[config.mk]
export PLATFORM = sky130hd
export DESIGN_NAME = wdg_top
export DESIGN_NICKNAME = d
export VERILOG_FILES = /design/src/design/wdg_pkg.sv /design/src/design/wdg_sync2.sv /design/src/design/wdg_top.sv
export SDC_FILE = /design/constraint.sdc
export NUM_CORES = 1
export LEC_CHECK = 0
export BUFFER_PORTS_ARGS = -buffer_cell sky130_fd_sc_hd__buf_2
export CAP_MARGIN = 10
export CORE_MARGIN = 3
export CORE_UTILIZATION = 50
export CTS_BUF_LIST = sky130_fd_sc_hd__clkbuf_4 sky130_fd_sc_hd__clkbuf_8
export CTS_CLUSTER_DIAMETER = 50
export DETAILED_ROUTE_END_ITERATION = 10
export GPL_ROUTABILITY_DRIVEN = 1
export GPL_TIMING_DRIVEN = 0
export PLACE_DENSITY = 0.74
export SLEW_MARGIN = 20
export SYNTH_ARGS = -nofsm -noshare
export SYNTH_HDL_FRONTEND = slang
export SYNTH_SLANG_ARGS = --single-unit
export TNS_END_PERCENT = 1
[constraint.sdc]
create_clock -name clk_in -period 3.39 [get_ports clk_in]
set_input_delay 0.8475 -clock clk_in [delete_from_list [all_inputs] [get_ports clk_in]]
set_output_delay 0.8475 -clock clk_in [all_outputs]
set_load 0.005 [all_outputs]
[src/design/wdg_pkg.sv]
// watchdog with reset-cause flags: shared constants and types
// assumes one 50 MHz system clock and an 8-bit register port
package wdg_pkg;

	// --------------------------------------------------------------
	// register port
	// --------------------------------------------------------------
	localparam int ADDR_W = 8;
	localparam int DATA_W = 8;
	localparam logic [ADDR_W-1:0] CTRL_ADDR  = 8'h60;
	localparam logic [ADDR_W-1:0] CAUSE_ADDR = 8'h61;
	localparam logic [DATA_W-1:0] READ_IDLE  = 8'h00;

	// --------------------------------------------------------------
	// control register fields
	// --------------------------------------------------------------
	localparam int CTRL_IRQ_FLAG_BIT = 7;
	localparam int CTRL_IRQ_EN_BIT   = 6;
	localparam int CTRL_PS3_BIT      = 5;
	localparam int CTRL_UNLOCK_BIT   = 4;
	localparam int CTRL_RST_EN_BIT   = 3;
	localparam int CTRL_PS_LO_MSB    = 2;
	localparam logic [3:0] PERIOD_RESET    = 4'h0;
	localparam logic [3:0] PERIOD_MAX_CODE = 4'h9;

	// --------------------------------------------------------------
	// reset cause register fields
	// --------------------------------------------------------------
	localparam int CAUSE_W          = 4;
	localparam int CAUSE_WDOG_BIT   = 3;
	localparam int CAUSE_BROWN_BIT  = 2;
	localparam int CAUSE_PIN_BIT    = 1;
	localparam int CAUSE_POWER_BIT  = 0;
	localparam logic [CAUSE_W-1:0] CAUSE_POR_VALUE = 4'h1;
	localparam logic [DATA_W-CAUSE_W-1:0] CAUSE_UNUSED = 4'h0;

	// --------------------------------------------------------------
	// timing
	// --------------------------------------------------------------
	localparam int CLK_HZ          = 50_000_000;
	localparam int WDOG_OSC_HZ     = 128_000;
	localparam int UNLOCK_CYCLES   = 4;
	localparam logic [1:0] UNLOCK_LAST = 2'(UNLOCK_CYCLES - 1);
	localparam logic [1:0] UNLOCK_DONE = 2'h0;
	localparam int CNT_W           = 21;
	localparam int PERIOD_BASE_DEF = 2048;

	// --------------------------------------------------------------
	// pin synchroniser lanes
	// --------------------------------------------------------------
	localparam int SYNC_W     = 4;
	localparam int SYNC_OSC   = 0;
	localparam int SYNC_FUSE  = 1;
	localparam int SYNC_BROWN = 2;
	localparam int SYNC_PIN   = 3;
	localparam logic [SYNC_W-1:0] SYNC_RESET = 4'h0;

	// --------------------------------------------------------------
	// carriers
	// --------------------------------------------------------------
	typedef struct packed {
		logic [ADDR_W-1:0] addr;
		logic [DATA_W-1:0] wdata;
		logic              wr;
		logic              rd;
	} wdg_bus_req_t;

	typedef struct packed {
		logic       irq_flag;
		logic       irq_en;
		logic       unlock;
		logic       rst_en;
		logic [3:0] period;
	} wdg_ctrl_t;

	localparam wdg_ctrl_t CTRL_RESET = '{
		irq_flag: 1'h0, irq_en: 1'h0, unlock: 1'h0, rst_en: 1'h0, period: PERIOD_RESET};

endpackage

[src/design/wdg_sync2.sv]
// watchdog with reset-cause flags: two-stage pin synchroniser
// assumes inputs are asynchronous to clk_in
`timescale 1ns/1ps
module wdg_sync2 import wdg_pkg::*; #(
	parameter int                W       = 1,
	parameter logic [W-1:0]      RST_VAL = '0
) (
	// clock and reset
	input  wire logic         clk_in,
	input  wire logic         rst_in,
	input  wire logic         ce_in,
	// pins
	input  wire logic [W-1:0] async_in,
	// synchronised levels
	output logic      [W-1:0] sync_out
);

	logic [W-1:0] stage1_ff;
	logic [W-1:0] stage2_ff;

	// --------------------------------------------------------------
	// two flops, first one feeds only the second
	// --------------------------------------------------------------
	always_ff @(posedge clk_in) begin
		if (rst_in) begin
			stage1_ff <= RST_VAL;
			stage2_ff <= RST_VAL;
		end else if (ce_in) begin
			stage1_ff <= async_in;
			stage2_ff <= stage1_ff;
		end
	end

	assign sync_out = stage2_ff;

endmodule

[src/design/wdg_top.sv]
// watchdog with reset-cause flags: counter, modes, unlock window, registers
// assumes rst_in is power-on reset, sys_reset_in any later system reset
//
// Behaviour
// - watchdog reset sets its cause flag; power-on or written zero clears it
// - brown-out sets its cause flag; power-on or written zero clears it
// - pin reset sets its cause flag; power-on or written zero clears it
// - power-on sets its flag; only a written zero clears it
// - upper four cause bits always read zero
// - time-out in interrupt operation sets the interrupt flag
// - vector execution or written one clears the interrupt flag
// - interrupt request needs flag, enable and global enable together
// - combined mode: vector execution clears enable and flag, leaving reset mode
// - combined mode: unserviced flag at next time-out gives system reset
// - fuse unprogrammed: reset/interrupt enables pick stopped, irq, reset, combined
// - fuse programmed: every time-out resets regardless of enables
// - change unlock clears itself four cycles after being written one
// - clearing reset enable or changing period only while unlocked
// - reset enable reads one while watchdog cause flag is set
// - period codes 0 to 9 double from 2048 oscillator cycles; rest reserved
// - counter counts oscillator cycles; kick restarts it
// - programmed fuse locks reset enable at one, interrupt enable at zero
// - reset-causing time-out gives a one-cycle reset pulse
//
// The implementer's own choice: strobed register access.
`timescale 1ns/1ps
module wdg_top import wdg_pkg::*; #(
	parameter int PERIOD_BASE_CYCLES = PERIOD_BASE_DEF
) (
	// clock, reset, enable
	input  wire logic              clk_in,
	input  wire logic              rst_in,
	input  wire logic              sys_reset_in,
	input  wire logic              ce_in,
	// register port
	input  wire wdg_bus_req_t      bus_in,
	output logic      [DATA_W-1:0] rdata_out,
	// core side
	input  wire logic              kick_in,
	input  wire logic              gie_in,
	input  wire logic              irq_ack_in,
	output logic                   irq_out,
	// pins and reset logic
	input  wire logic              wdog_osc_in,
	input  wire logic              always_on_fuse_in,
	input  wire logic              brownout_event_in,
	input  wire logic              pin_reset_event_in,
	output logic                   wdog_reset_out
);

	// --------------------------------------------------------------
	// declarations
	// --------------------------------------------------------------
	wdg_ctrl_t          ctrl_ff;
	logic [1:0]         unlock_cnt_ff;
	logic [CAUSE_W-1:0] cause_ff;
	logic [CNT_W-1:0]   cnt_ff;
	logic [CNT_W-1:0]   limit;
	logic [3:0]         ps_eff;
	logic               osc_prev_ff;
	logic               rst_pulse_ff;
	logic [DATA_W-1:0]  rdata_ff;
	logic [SYNC_W-1:0]  pins_sync;
	logic               tick;
	logic               fuse_on;
	logic               eff_rst_en;
	logic               eff_irq_en;
	logic               running;
	logic               timeout;
	logic               to_irq;
	logic               to_reset;
	logic               ctrl_wr;
	logic               cause_wr;
	logic               ctrl_rd;
	logic               cause_rd;
	logic               ctrl_reset;
	logic               por_clr_req;
	logic [DATA_W-1:0]  ctrl_view;

	// --------------------------------------------------------------
	// pin synchronisers
	// --------------------------------------------------------------
	wdg_sync2 #(
		.W       (SYNC_W),
		.RST_VAL (SYNC_RESET)
	) u_sync (
		.clk_in   (clk_in),
		.rst_in   (rst_in),
		.ce_in    (ce_in),
		.async_in ({pin_reset_event_in, brownout_event_in, always_on_fuse_in, wdog_osc_in}),
		.sync_out (pins_sync)
	);

	// oscillator edge, taken from the synchronised copy only
	always_ff @(posedge clk_in) begin
		if (rst_in) begin
			osc_prev_ff <= 1'h0;
		end else if (ce_in) begin
			osc_prev_ff <= pins_sync[SYNC_OSC];
		end
	end

	assign tick = pins_sync[SYNC_OSC] & ~osc_prev_ff;

	// --------------------------------------------------------------
	// mode decode
	// --------------------------------------------------------------
	assign fuse_on    = ~pins_sync[SYNC_FUSE];
	assign eff_rst_en = ctrl_ff.rst_en | cause_ff[CAUSE_WDOG_BIT] | fuse_on;
	assign eff_irq_en = ctrl_ff.irq_en & ~fuse_on;
	assign running    = eff_rst_en | eff_irq_en;

	// reserved codes behave as the longest period
	assign ps_eff = (ctrl_ff.period > PERIOD_MAX_CODE) ? PERIOD_MAX_CODE : ctrl_ff.period;
	assign limit  = CNT_W'(PERIOD_BASE_CYCLES) << ps_eff;

	assign timeout  = ce_in & running & tick & (cnt_ff == limit - 1'h1);
	// combined mode with the flag still pending escalates to reset
	assign to_irq   = timeout & eff_irq_en & ~(eff_rst_en & ctrl_ff.irq_flag);
	assign to_reset = timeout & eff_rst_en & (~eff_irq_en | ctrl_ff.irq_flag);

	assign ctrl_reset = rst_in | sys_reset_in;

	// --------------------------------------------------------------
	// time-out counter
	// --------------------------------------------------------------
	always_ff @(posedge clk_in) begin
		if (ctrl_reset) begin
			cnt_ff <= '0;
		end else if (ce_in) begin
			if (!running || kick_in || timeout) begin
				cnt_ff <= '0;
			end else if (tick) begin
				cnt_ff <= cnt_ff + 1'h1;
			end
		end
	end

	// --------------------------------------------------------------
	// register decode
	// --------------------------------------------------------------
	always_comb begin
		ctrl_wr  = 1'h0;
		cause_wr = 1'h0;
		ctrl_rd  = 1'h0;
		cause_rd = 1'h0;
		if (bus_in.addr == CTRL_ADDR) begin
			ctrl_wr = bus_in.wr;
			ctrl_rd = bus_in.rd;
		end else if (bus_in.addr == CAUSE_ADDR) begin
			cause_wr = bus_in.wr;
			cause_rd = bus_in.rd;
		end
	end

	assign por_clr_req = ce_in & cause_wr & ~bus_in.wdata[CAUSE_POWER_BIT];

	// --------------------------------------------------------------
	// control register
	// --------------------------------------------------------------
	always_ff @(posedge clk_in) begin
		if (ctrl_reset) begin
			ctrl_ff <= CTRL_RESET;
		end else if (ce_in) begin
			if (ctrl_wr) begin
				ctrl_ff.irq_en <= bus_in.wdata[CTRL_IRQ_EN_BIT];
				ctrl_ff.unlock <= bus_in.wdata[CTRL_UNLOCK_BIT];
				if (bus_in.wdata[CTRL_RST_EN_BIT]) begin
					ctrl_ff.rst_en <= 1'h1;
				end else if (ctrl_ff.unlock) begin
					ctrl_ff.rst_en <= 1'h0;
				end
				if (ctrl_ff.unlock) begin
					ctrl_ff.period <= {bus_in.wdata[CTRL_PS3_BIT],
						bus_in.wdata[CTRL_PS_LO_MSB:0]};
				end
				if (bus_in.wdata[CTRL_IRQ_FLAG_BIT]) begin
					ctrl_ff.irq_flag <= 1'h0;
				end
			end else if (ctrl_ff.unlock && unlock_cnt_ff == UNLOCK_DONE) begin
				ctrl_ff.unlock <= 1'h0;
			end
			if (irq_ack_in) begin
				ctrl_ff.irq_flag <= 1'h0;
				if (eff_rst_en && eff_irq_en) begin
					ctrl_ff.irq_en <= 1'h0;
				end
			end
			if (cause_ff[CAUSE_WDOG_BIT]) begin
				ctrl_ff.rst_en <= 1'h1;
			end
			if (to_irq) begin
				ctrl_ff.irq_flag <= 1'h1;
			end
		end
	end

	// unlock window length
	always_ff @(posedge clk_in) begin
		if (ctrl_reset) begin
			unlock_cnt_ff <= UNLOCK_DONE;
		end else if (ce_in) begin
			if (ctrl_wr && bus_in.wdata[CTRL_UNLOCK_BIT]) begin
				unlock_cnt_ff <= UNLOCK_LAST;
			end else if (unlock_cnt_ff != UNLOCK_DONE) begin
				unlock_cnt_ff <= unlock_cnt_ff - 1'h1;
			end
		end
	end

	// --------------------------------------------------------------
	// reset cause flags, set wins over written zero
	// --------------------------------------------------------------
	always_ff @(posedge clk_in) begin
		if (rst_in) begin
			cause_ff <= CAUSE_POR_VALUE;
		end else if (ce_in) begin
			if (cause_wr) begin
				cause_ff <= cause_ff & bus_in.wdata[CAUSE_W-1:0];
			end
			if (to_reset) begin
				cause_ff[CAUSE_WDOG_BIT] <= 1'h1;
			end
			if (pins_sync[SYNC_BROWN]) begin
				cause_ff[CAUSE_BROWN_BIT] <= 1'h1;
			end
			if (pins_sync[SYNC_PIN]) begin
				cause_ff[CAUSE_PIN_BIT] <= 1'h1;
			end
		end
	end

	// --------------------------------------------------------------
	// reset pulse
	// --------------------------------------------------------------
	always_ff @(posedge clk_in) begin
		if (ctrl_reset) begin
			rst_pulse_ff <= 1'h0;
		end else if (ce_in) begin
			rst_pulse_ff <= to_reset;
		end
	end

	assign wdog_reset_out = rst_pulse_ff;

	// --------------------------------------------------------------
	// read data and interrupt request
	// --------------------------------------------------------------
	assign ctrl_view = {ctrl_ff.irq_flag, eff_irq_en, ctrl_ff.period[3], ctrl_ff.unlock,
		eff_rst_en, ctrl_ff.period[CTRL_PS_LO_MSB:0]};

	always_ff @(posedge clk_in) begin
		if (rst_in) begin
			rdata_ff <= READ_IDLE;
		end else if (ce_in) begin
			if (ctrl_rd) begin
				rdata_ff <= ctrl_view;
			end else if (cause_rd) begin
				rdata_ff <= {CAUSE_UNUSED, cause_ff};
			end else begin
				rdata_ff <= READ_IDLE;
			end
		end
	end

	assign rdata_out = rdata_ff;
	assign irq_out   = ctrl_ff.irq_flag & eff_irq_en & gie_in;
endmodule

==> reports/metrics.yaml, run 1 <==
yosysTopAreaCell: "dfxtp_1"
fmax_mhz: 362
num-nets-final: 398
p_seq_frac: 0.553
synth.area.top_cells: "dfxtp_1 39%, nor2_1 5.5%, mux2i_1 5.2%, nand2_1 4.2%, xnor2_1 3.6%"
cts_tree: "built"
grt_max_degree: 17
cts_buffers: 5
clkLatencyLatePin_ps: 310
first_iter_violations: 79
routed_via_density: 5.49
diodes: 0
post-route-util: 0.600
drt_pass1_iterations: 4
p_sw_frac: 0.217
required_ps: 3640
syn_avg_cell_area_um2: 8.43
globalRoute.totalOverflow: 0
slew_violations: 0
cts_resized: 0
gp_congestion: 0.809
vdd_drop_max_v: 0.000290
synth.ff_latch_count: 53
hold_buffers: 0
synth_edf_count: 0
synthCells: 321
post-cts-setup-buffer-count: 0
ioPinCount: 39
antenna_left: 0
die_x_um: 79.6
route.detailed.drc: 0
synth_seq_area_share: 0.392
synth_ff_type: "dfxtp_1"
fp-row-count: 26
syn_to_final_growth_pct: 14.7
core_um2: 5170
fp.dieH_um: 79.6
grt_usage: 0.201
final_hold_viol_count: 0
postRouteWirelength_mm: 6.01
grt_pass1_wl_mm: 10.2
finalSetupViolations: 0
fin_tns_setup_ps: 0
hp-class: "reg2reg"
initial_core_util: 0.523
stdcell_count: 437
drive_gt1_frac: 0.191
synth_common_cells: "53 x dfxtp_1, 40 x nor2_1, 30 x nand2_1"
yosys_warnings: 0
tightest_slew_ps: 642
setup.worst_path.end_class: "register"
drt-wirelength-per-cell_um: 13.7
cts_buffer_depth: 2
final.min_clock_period_ps: 2760
synth_fp_nets: 353
p_leak_nw: 1.17
place_inst: 429
start_kind: "register"
internal_power_uw: 896
fin_crit_sh: 0.816
rsz0062_at_grt: "false"
crit_type: "reg2reg"
arrival_ps: 3020
skew_ps: 11.0
htreeDepth: 2
netSwitchingPower_uw: 248
synthArstFlopShare: 0
first_global_vias: 2224
combPwrFrac: 0.058
powerDensity_nw_per_um2: 369
holdWs_ps: 464
cts.sinks: 53
cp_max_fo: 10
synth.cell_area_um2: 2710
p_clk_frac: 0.390
yosys.cell_types.count: 55
yosysMostFrequentCell: "dfxtp_1"
vias: 2397
placement.io_buffers: 38
cts_root_buf: "clkbuf_8"
antenna_found_initial: 0
dp_hpwl_mm: 4.49
clk_pin_slew_ps: 100
die_area_um2: 6330
max_slew_margin: 0.572
synth_top_area_share: 0.392
drv_cap: 0
status: "complete, no violations"
-- area by class of cell --
type | instances | area [um2]
Fill cell | 460 | 2070
Multi-Input combinational cell | 244 | 1540
Sequential cell | 53 | 1060
Timing Repair Buffer | 38 | 190
Tap cell | 70 | 87.6
Clock buffer | 6 | 82.6
Buffer | 17 | 82.6
Clock inverter | 2 | 37.5
Inverter | 7 | 26.3
-- registers in the layout, indices dropped and copies added (netlist names) --
name / cells
u_sync.stage1_ff: 4
cnt_ff: 21
unlock_cnt_ff: 2
wdog_reset_out: 1
cause_ff: 4
osc_prev_ff: 1
ctrl_ff: 8
rdata_out: 8
u_sync.sync_out: 4
-- stage by stage --
| step | setup WS, ps | total power, mW | cell area, um2 |
|---|---|---|---|
| after floorplan | 933 | 0.681 | 2710 |
| after global placement | 710 | 0.711 | 2980 |
| after detailed placement | 636 | 0.713 | 2980 |
| after CTS | 610 | 1.16 | 3100 |
| after global routing | 335 | 1.19 | 3100 |
| final | 625 | 1.14 | 3100 |
-- final timing paths --
| check | startpoint | slack, ps | end | cells past startpoint |
|---|---|---|---|---|
| min | rdata_out[0] | 460 | rdata_out[0] | 2 |
| min reg2reg | rdata_out[0] | 460 | rdata_out[0] | 2 |
| max | ctrl_ff[3] | 630 | cnt_ff[17] | 12 |
| max reg2reg | ctrl_ff[3] | 630 | cnt_ff[17] | 12 |
-- power groups by stage --
stage          sequential [mW]  combinational [mW]  clock [mW]
6_report                 0.632              0.0662       0.446
5_1_grt                  0.633              0.0742       0.481
4_1_cts                  0.632              0.0661       0.458
3_5_place_dp             0.647              0.0660           0
3_3_place_gp             0.646              0.0648           0
2_1_floorplan            0.645              0.0362           0
-- placed cells by master (no fill, tap or decap), types with 4 or more instances in the layout --
cell	Yosys	final
mux2i_1	14	14
inv_1	7	7
nand2_1	30	30
clkbuf_8	0	6
or3_1	5	5
mux2_2	4	4
xnor2_1	11	11
clkbuf_1	10	10
xor2_1	9	9
nand3_1	16	16
nor2_1	40	40
nor3_1	11	11
nand4_1	10	10
o21ai_0	13	13
dfxtp_1	53	53
buf_2	3	41
o21a_1	4	4
and2_1	5	5
a21oi_1	19	19
-- cells by family after synthesis --
kind of cell             Yosys count  share of synthesized area
flip-flops                        53                      0.392
XOR/XNOR                          20                     0.0647
AND/OR/NAND/NOR                  146                      0.286
multiplexers                      18                     0.0684
buffers and inverters             24                     0.0402
adder cells (fa/ha/maj)            3                     0.0139
AO/OA/AOI/OAI                     57                      0.135
-- critical path, stage by stage, from the launching register on --
cell and delay (ps):
dfxtp_1 460, clkbuf_1 390, nor2_1 90, nand2_1 80, ha_1 130, buf_2 180
inv_1 60, o31a_1 280, a221oi_1 370, o21bai_1 200, o21bai_2 150, buf_4 210
nor2_1 110
-- per-layer routing --
layer | wire, um | vias to the layer above | track usage
met1 | 2960 | 1125 | 0.287
li1 | - | 1224 | -
met5 | 0 | - | 0
met3 | 241 | 7 | 0.0372
met2 | 2750 | 41 | 0.311
met4 | 66 | 0 | 0.0567
Note: power is estimated with default switching activity, not from simulation.
==> inputs of run 2 (changes only) <==
--- a/config.mk
+++ b/config.mk
@@ -14,7 +14,7 @@
 export DETAILED_ROUTE_END_ITERATION = 10
 export GPL_ROUTABILITY_DRIVEN = 1
 export GPL_TIMING_DRIVEN = 0
-export PLACE_DENSITY = 0.74
+export PLACE_DENSITY = 0.77
 export SLEW_MARGIN = 20
 export SYNTH_ARGS = -nofsm -noshare
 export SYNTH_HDL_FRONTEND = slang
==> constraint.sdc (replaced) <==
create_clock -name clk_in -period 2.25 [get_ports clk_in]
set_input_delay 0.5625 -clock clk_in [delete_from_list [all_inputs] [get_ports clk_in]]
set_output_delay 0.5625 -clock clk_in [all_outputs]
set_load 0.005 [all_outputs]
==> run 2 against run 1 <==
  * The flow now finishes with violations (setup timing)
  * Worst setup slack lost 720 ps
  * Critical path depth down 2
  * Sequential share of layout area down 1.5 points
  * Die area did not move
  * Register-to-register slack got worse by 720 ps
  * Clock skew decreased by 1.3 ps
  * Clock power up 52%
  * Final cell count rose by 1.4%
  * Utilization is 3.3 points higher
  * Sequential power is 50% higher
  * Highest routed layer unchanged
==> reports/metrics.yaml, run 2 (same netlist as run 1, synthesis figures left out) <==
status: "complete, but fails checks"
violations: "setup timing"
final_cell_mix: "50 x dfxtp_1, 39 x nor2_1, 39 x buf_2, 30 x nand2_1, 19 x a21oi_1"
final_hold_viol_count: 0  # unchanged
route.detailed.drc: 0  # unchanged
skew_ps: 9.72  # -1.29 ps
clk_pin_slew_ps: 90  # about the same
cts_buffers: 5  # unchanged
arrival_ps: 2540  # -480 ps
drive_gt1_frac: 0.244  # +0.0532
tightest_slew_ps: 640  # -2.23 ps
final_common_cell: "dfxtp_1"
grt_usage: 0.203  # +0.00119
largest_reg_flops: 21  # unchanged
initial_core_util: 0.523  # unchanged
required_ps: 2440  # -1200 ps
placement.io_buffers: 38  # unchanged
fin_crit_sh: 1.04  # +0.225
cts_tree: "built"
holdWs_ps: 463  # -1.12 ps
fp-row-count: 26  # unchanged
postLayoutSetupSlackWorst_ps: -91.3  # -716 ps
drt_pass1_iterations: 4  # unchanged
total_power_mw: 1.74  # +52%
hp-class: "reg2reg"
place_area_um2: 3010  # +0.84%
regMostFlops: "cnt_ff"
max_slew_margin: 0.574  # +0.00149
diodes: 0  # unchanged
stdcell_count: 443  # +1.4%
vdd_drop_max_v: 0.000426  # +47%
start_kind: "register"
die_x_um: 79.6  # unchanged
drt-wirelength-per-cell_um: 13.8  # +0.62%
num-nets-final: 404  # +1.5%
final.min_clock_period_ps: 2340  # -424 ps
cts.sinks: 53  # unchanged
dp_hpwl_mm: 4.43  # -1.3%
place_ws_ps: -267  # -903 ps
fmax_mhz: 427  # +18%
core_um2: 5170  # unchanged
grt_max_degree: 16  # -1
first_iter_violations: 132  # +67%
setup.worst_path.end_class: "register"
ioPinCount: 39  # unchanged
crit_type: "reg2reg"
post-route-util: 0.633  # +0.0329
routed_via_density: 5.48  # about the same
gp_congestion: 0.788  # -2.7%
cts_buffer_depth: 2  # unchanged
clkLatencyLatePin_ps: 300  # about the same
p_leak_nw: 1.24  # +5.9%
place_inst: 429  # unchanged
globalRoute.totalOverflow: 0  # unchanged
grt_pass1_wl_mm: 10.3  # +0.95%
slew_violations: 0  # unchanged
first_global_vias: 2157  # -3.0%
rsz0062_at_grt: "true"
postRouteWirelength_mm: 6.13  # +2.0%
drv_cap: 0  # unchanged
antenna_left: 0  # unchanged
cts_root_buf: "clkbuf_8"
fin_tns_setup_ps: -93.8  # -93.8 ps
vias: 2428  # +1.3%
die_area_um2: 6330  # unchanged
antenna_found_initial: 0  # unchanged
powerDensity_nw_per_um2: 530  # +44%
fp.dieH_um: 79.6  # unchanged
htreeDepth: 2  # unchanged
design_area_um2: 3270  # +5.5%
syn_to_final_growth_pct: 21.0
finalSetupViolations: 2  # +2
cp_max_fo: 4  # -6
==> run 2: cell count changes in the layout (fill, tap and decap cells not counted), sizes merged <==
cell and change:
clkinvlp -1, buf +7
==> run 2: final timing paths <==
path / startpoint / endpoint / slack, ps / cells past startpoint
max: ctrl_ff[1] / cnt_ff[1] / -90 / 10
max reg2reg: ctrl_ff[1] / cnt_ff[1] / -90 / 10
min: rdata_out[4] / rdata_out[4] / 460 / 2
min reg2reg: rdata_out[4] / rdata_out[4] / 460 / 2
==> run 2: timing repair <==
item / 4_1_cts / 5_1_grt
resized for setup: 8 / 13
pin swaps: 10 / 12
hold buffers: 0 / 0
setup endpoints to repair: 19 / 23
buffers inserted: 5 / 5
==> run 2: power breakdown <==
part | internal, mW | leakage (nW) | total, mW | switching (mW)
Combinational | 0.0464 | 0.747 | 0.105 | 0.0583
Clock | 0.375 | 0.0619 | 0.680 | 0.305
Sequential | 0.943 | 0.430 | 0.950 | 0.00652
Total | 1.36 | 1.24 | 1.74 | 0.370
==> run 2: layout make-up <==
cell class	count	area, um2
flip-flops and latches	53	1070
repair buffers	48	269
inverters	7	26.3
plain buffers	13	65.1
clock inverters	1	30.0
well taps	70	87.6
multi-input cells	244	1640
fillers	458	1900
clock buffers	7	90.1
==> run 2: routing by layer <==
metal  vias up  GRT usage  wire (um)
li1       1241          -          -
met1      1125      0.295       2910
met2        56      0.306       2870
met3         6     0.0418        300
met4         0     0.0481         48
met5         -          0          0
==> run 2: worst max-delay path: stages (launching register included) <==
cell and delay [ps]:
dfxtp_2 360, nor2_4 130, nand3b_1 130, ha_4 190
buf_6 120, xnor2_4 120, xnor2_2 170, nor4b_2 280
o21ai_1 90, or3_4 400, a32o_1 220
==> inputs of run 3 (changes only) <==
--- a/config.mk
+++ b/config.mk
@@ -7,14 +7,15 @@
 export LEC_CHECK = 0
 export BUFFER_PORTS_ARGS = -buffer_cell sky130_fd_sc_hd__buf_2
 export CAP_MARGIN = 10
+export CELL_PAD_IN_SITES_DETAIL_PLACEMENT = 1
+export CELL_PAD_IN_SITES_GLOBAL_PLACEMENT = 1
 export CORE_MARGIN = 3
-export CORE_UTILIZATION = 50
+export CORE_UTILIZATION = 40
 export CTS_BUF_LIST = sky130_fd_sc_hd__clkbuf_4 sky130_fd_sc_hd__clkbuf_8
 export CTS_CLUSTER_DIAMETER = 50
 export DETAILED_ROUTE_END_ITERATION = 10
 export GPL_ROUTABILITY_DRIVEN = 1
-export GPL_TIMING_DRIVEN = 0
-export PLACE_DENSITY = 0.77
+export PLACE_DENSITY = 0.81
 export SLEW_MARGIN = 20
 export SYNTH_ARGS = -nofsm -noshare
 export SYNTH_HDL_FRONTEND = slang
==> run 3 against run 2 <==
  * Sequential power hardly changed
  * Worst hold slack got worse by 8.8 ps
  * Final cell count unchanged
  * The run still ends with setup timing left
  * Sequential share of layout area increased by 0.57 points
  * Worst setup slack improved by 59 ps
  * Critical path depth fell by 1
  * Non-clock buffer count fell by 7
  * Utilization is 14 points lower
  * Largest power group unchanged
==> reports/metrics.yaml, run 3 (same netlist as run 1, synthesis figures left out) <==
cts.sinks: 53  # unchanged
die_area_um2: 7790  # +23%
final_common_cell: "dfxtp_1"
worst_path_dominant_cell_family: "simple AND/OR/NAND/NOR gates"
vias: 2499  # +2.9%
post-route-util: 0.495  # -0.138
routed_via_density: 5.64  # +2.9%
powerDensity_nw_per_um2: 513  # -3.3%
globalRoute.totalOverflow: 0  # unchanged
drive_gt1_frac: 0.243  # -0.000798
critical-path-max-stage-delay_ps: 370  # -30 ps
required_ps: 2470  # +30 ps
status: "complete, but fails checks"
start_kind: "register"
crit_buf_inv: 0  # -1
final_cell_mix: "51 x dfxtp_1, 38 x nor2_1, 38 x buf_2, 30 x nand2_1, 19 x a21oi_1"
grt_max_degree: 31  # +15
violations: "setup timing"
initial_core_util: 0.419  # -0.104
postLayoutSetupSlackWorst_ps: -31.8  # +59.5 ps
cts_root_buf: "clkbuf_8"
postRouteWirelength_mm: 7.60  # +24%
clkLatencyLatePin_ps: 320  # +20 ps
critPathLaunch: "ctrl_ff[1]"
arrival_ps: 2500  # -40 ps
cts_buffer_depth: 2  # unchanged
drt_pass1_iterations: 4  # unchanged
dp_hpwl_mm: 5.49  # +24%
hp-class: "in2reg"
critPathCapture: "cnt_ff[1]"
cts_buffers: 5  # unchanged
tightest_slew_ps: 427  # -213 ps
crit_cells: 9  # -1
regToRegSetupSlack_ps: -30  # +60 ps
holdWs_ps: 454  # -8.81 ps
drt-wirelength-per-cell_um: 17.1  # +24%
r2r_end: "cnt_ff[1]"
cp_max_fo: 6  # +2
fp-row-count: 29  # +12%
route.detailed.drc: 0  # unchanged
slew_violations: 0  # unchanged
max_slew_margin: 0.713  # +0.139
rsz0062_at_grt: "true"
crit_type: "reg2reg"
place_ws_ps: -120  # +147 ps
fp.dieH_um: 88.3  # +11%
reg2reg_depth: 9  # -1
finalSetupViolations: 1  # -1
num-nets-final: 397  # -1.7%
timing.rr.start: "ctrl_ff[1]"
post-cts-setup-buffer-count: 0  # -5
worst_path_most_repeated_cell: "or3_4"
final_hold_viol_count: 0  # unchanged
fin_tns_setup_ps: -31.8  # +62.0 ps
grt_pass1_wl_mm: 11.8  # +15%
cts_tree: "built"
first_iter_violations: 50  # -62%
regMostFlops: "cnt_ff"
ioPinCount: 39  # unchanged
htreeDepth: 2  # unchanged
design_area_um2: 3200  # -2.3%
clk_pin_slew_ps: 90  # about the same
core_um2: 6460  # +25%
die_x_um: 88.3  # +11%
skew_ps: 4.84  # -4.88 ps
place_area_um2: 3050  # +1.4%
fin_crit_sh: 1.01  # -0.0264
grt_usage: 0.196  # -0.00628
diodes: 0  # unchanged
hold_buffers: 0  # unchanged
first_global_vias: 2483  # +15%
fmax_mhz: 438  # +2.6%
p_leak_nw: 1.21  # -2.1%
final.min_clock_period_ps: 2280  # -59.5 ps
syn_to_final_growth_pct: 18.2
drv_cap: 0  # unchanged
setup.worst_path.end_class: "register"
largest_reg_flops: 21  # unchanged
vdd_drop_max_v: 0.000297  # -30%
gp_congestion: 0.787  # about the same
worstPathCellList: "nor2_4 -> nand3b_1 -> ha_4 -> or3_4 -> a21oi_4 -> o21a_1 -> o2111ai_1 -> or3_4 -> a32o_1"
cp_slowest_cell: "or3_4"
antenna_found_initial: 0  # unchanged
placement.io_buffers: 38  # unchanged
antenna_left: 0  # unchanged
run 3: cell types whose count changed in the layout (fill, tap and decap cells not counted), sizes merged:
cell    before  now
buf         52   54
bufinv       1    0
clkbuf      16    8
run 3: worst min-delay path by stage:
stage | start | endpoint | slack, ps | cells past startpoint
2_1_floorplan | cause_ff[0] | cause_ff[0] | 440 | 2
3_3_place_gp | rdata_out[0] | rdata_out[0] | 450 | 2
3_5_place_dp | rdata_out[4] | rdata_out[4] | 460 | 2
4_1_cts | irq_ack_in | ctrl_ff[6] | 450 | 2
5_1_grt | irq_ack_in | ctrl_ff[6] | 470 | 2
6_report | irq_ack_in | ctrl_ff[6] | 450 | 2
run 3: through the flow:
stage	cells	total power, mW
final	443	1.64
after global routing	443	1.71
after CTS	443	1.66
after detailed placement	435	1.08
after global placement	435	1.08
after floorplan	321	1.03
run 3: final cells by class:
type                       instances  area, um2
clock buffer                       8       91.3
fill                             812       3260
inverter                           7       26.3
multi-input combinational        244       1600
sequential                        53       1060
tap                               77       96.3
timing repair buffer              54        323
run 3: repair_timing:
item,in CTS,in global routing
resized for setup,2,9
endpoints found under the setup margin,16,22
pin swaps,0,6
gates cloned,0,0
run 3: worst register-to-register path: stages (launching register included):
cell and delay (ps):
dfxtp_2 350, nor2_4 120, nand3b_1 140, ha_4 220, or3_4 350, a21oi_4 160
o21a_1 140, o2111ai_1 120, or3_4 370, a32o_1 230
run 3: report_power, final:
group / internal, mW / total, mW / switching (mW)
Combinational: 0.0491 / 0.112 / 0.0633
Clock: 0.258 / 0.576 / 0.317
Sequential: 0.946 / 0.951 / 0.00569
run 3: per-layer routing:
layer / vias up / GRT usage / part of all wire
li1: 1224 / - / -
met2: 27 / 0.320 / 0.50
met3: 8 / 0.0335 / 0.025
met5: - / 0 / 0
met4: 0 / 0.0810 / 0.015
met1: 1240 / 0.258 / 0.46
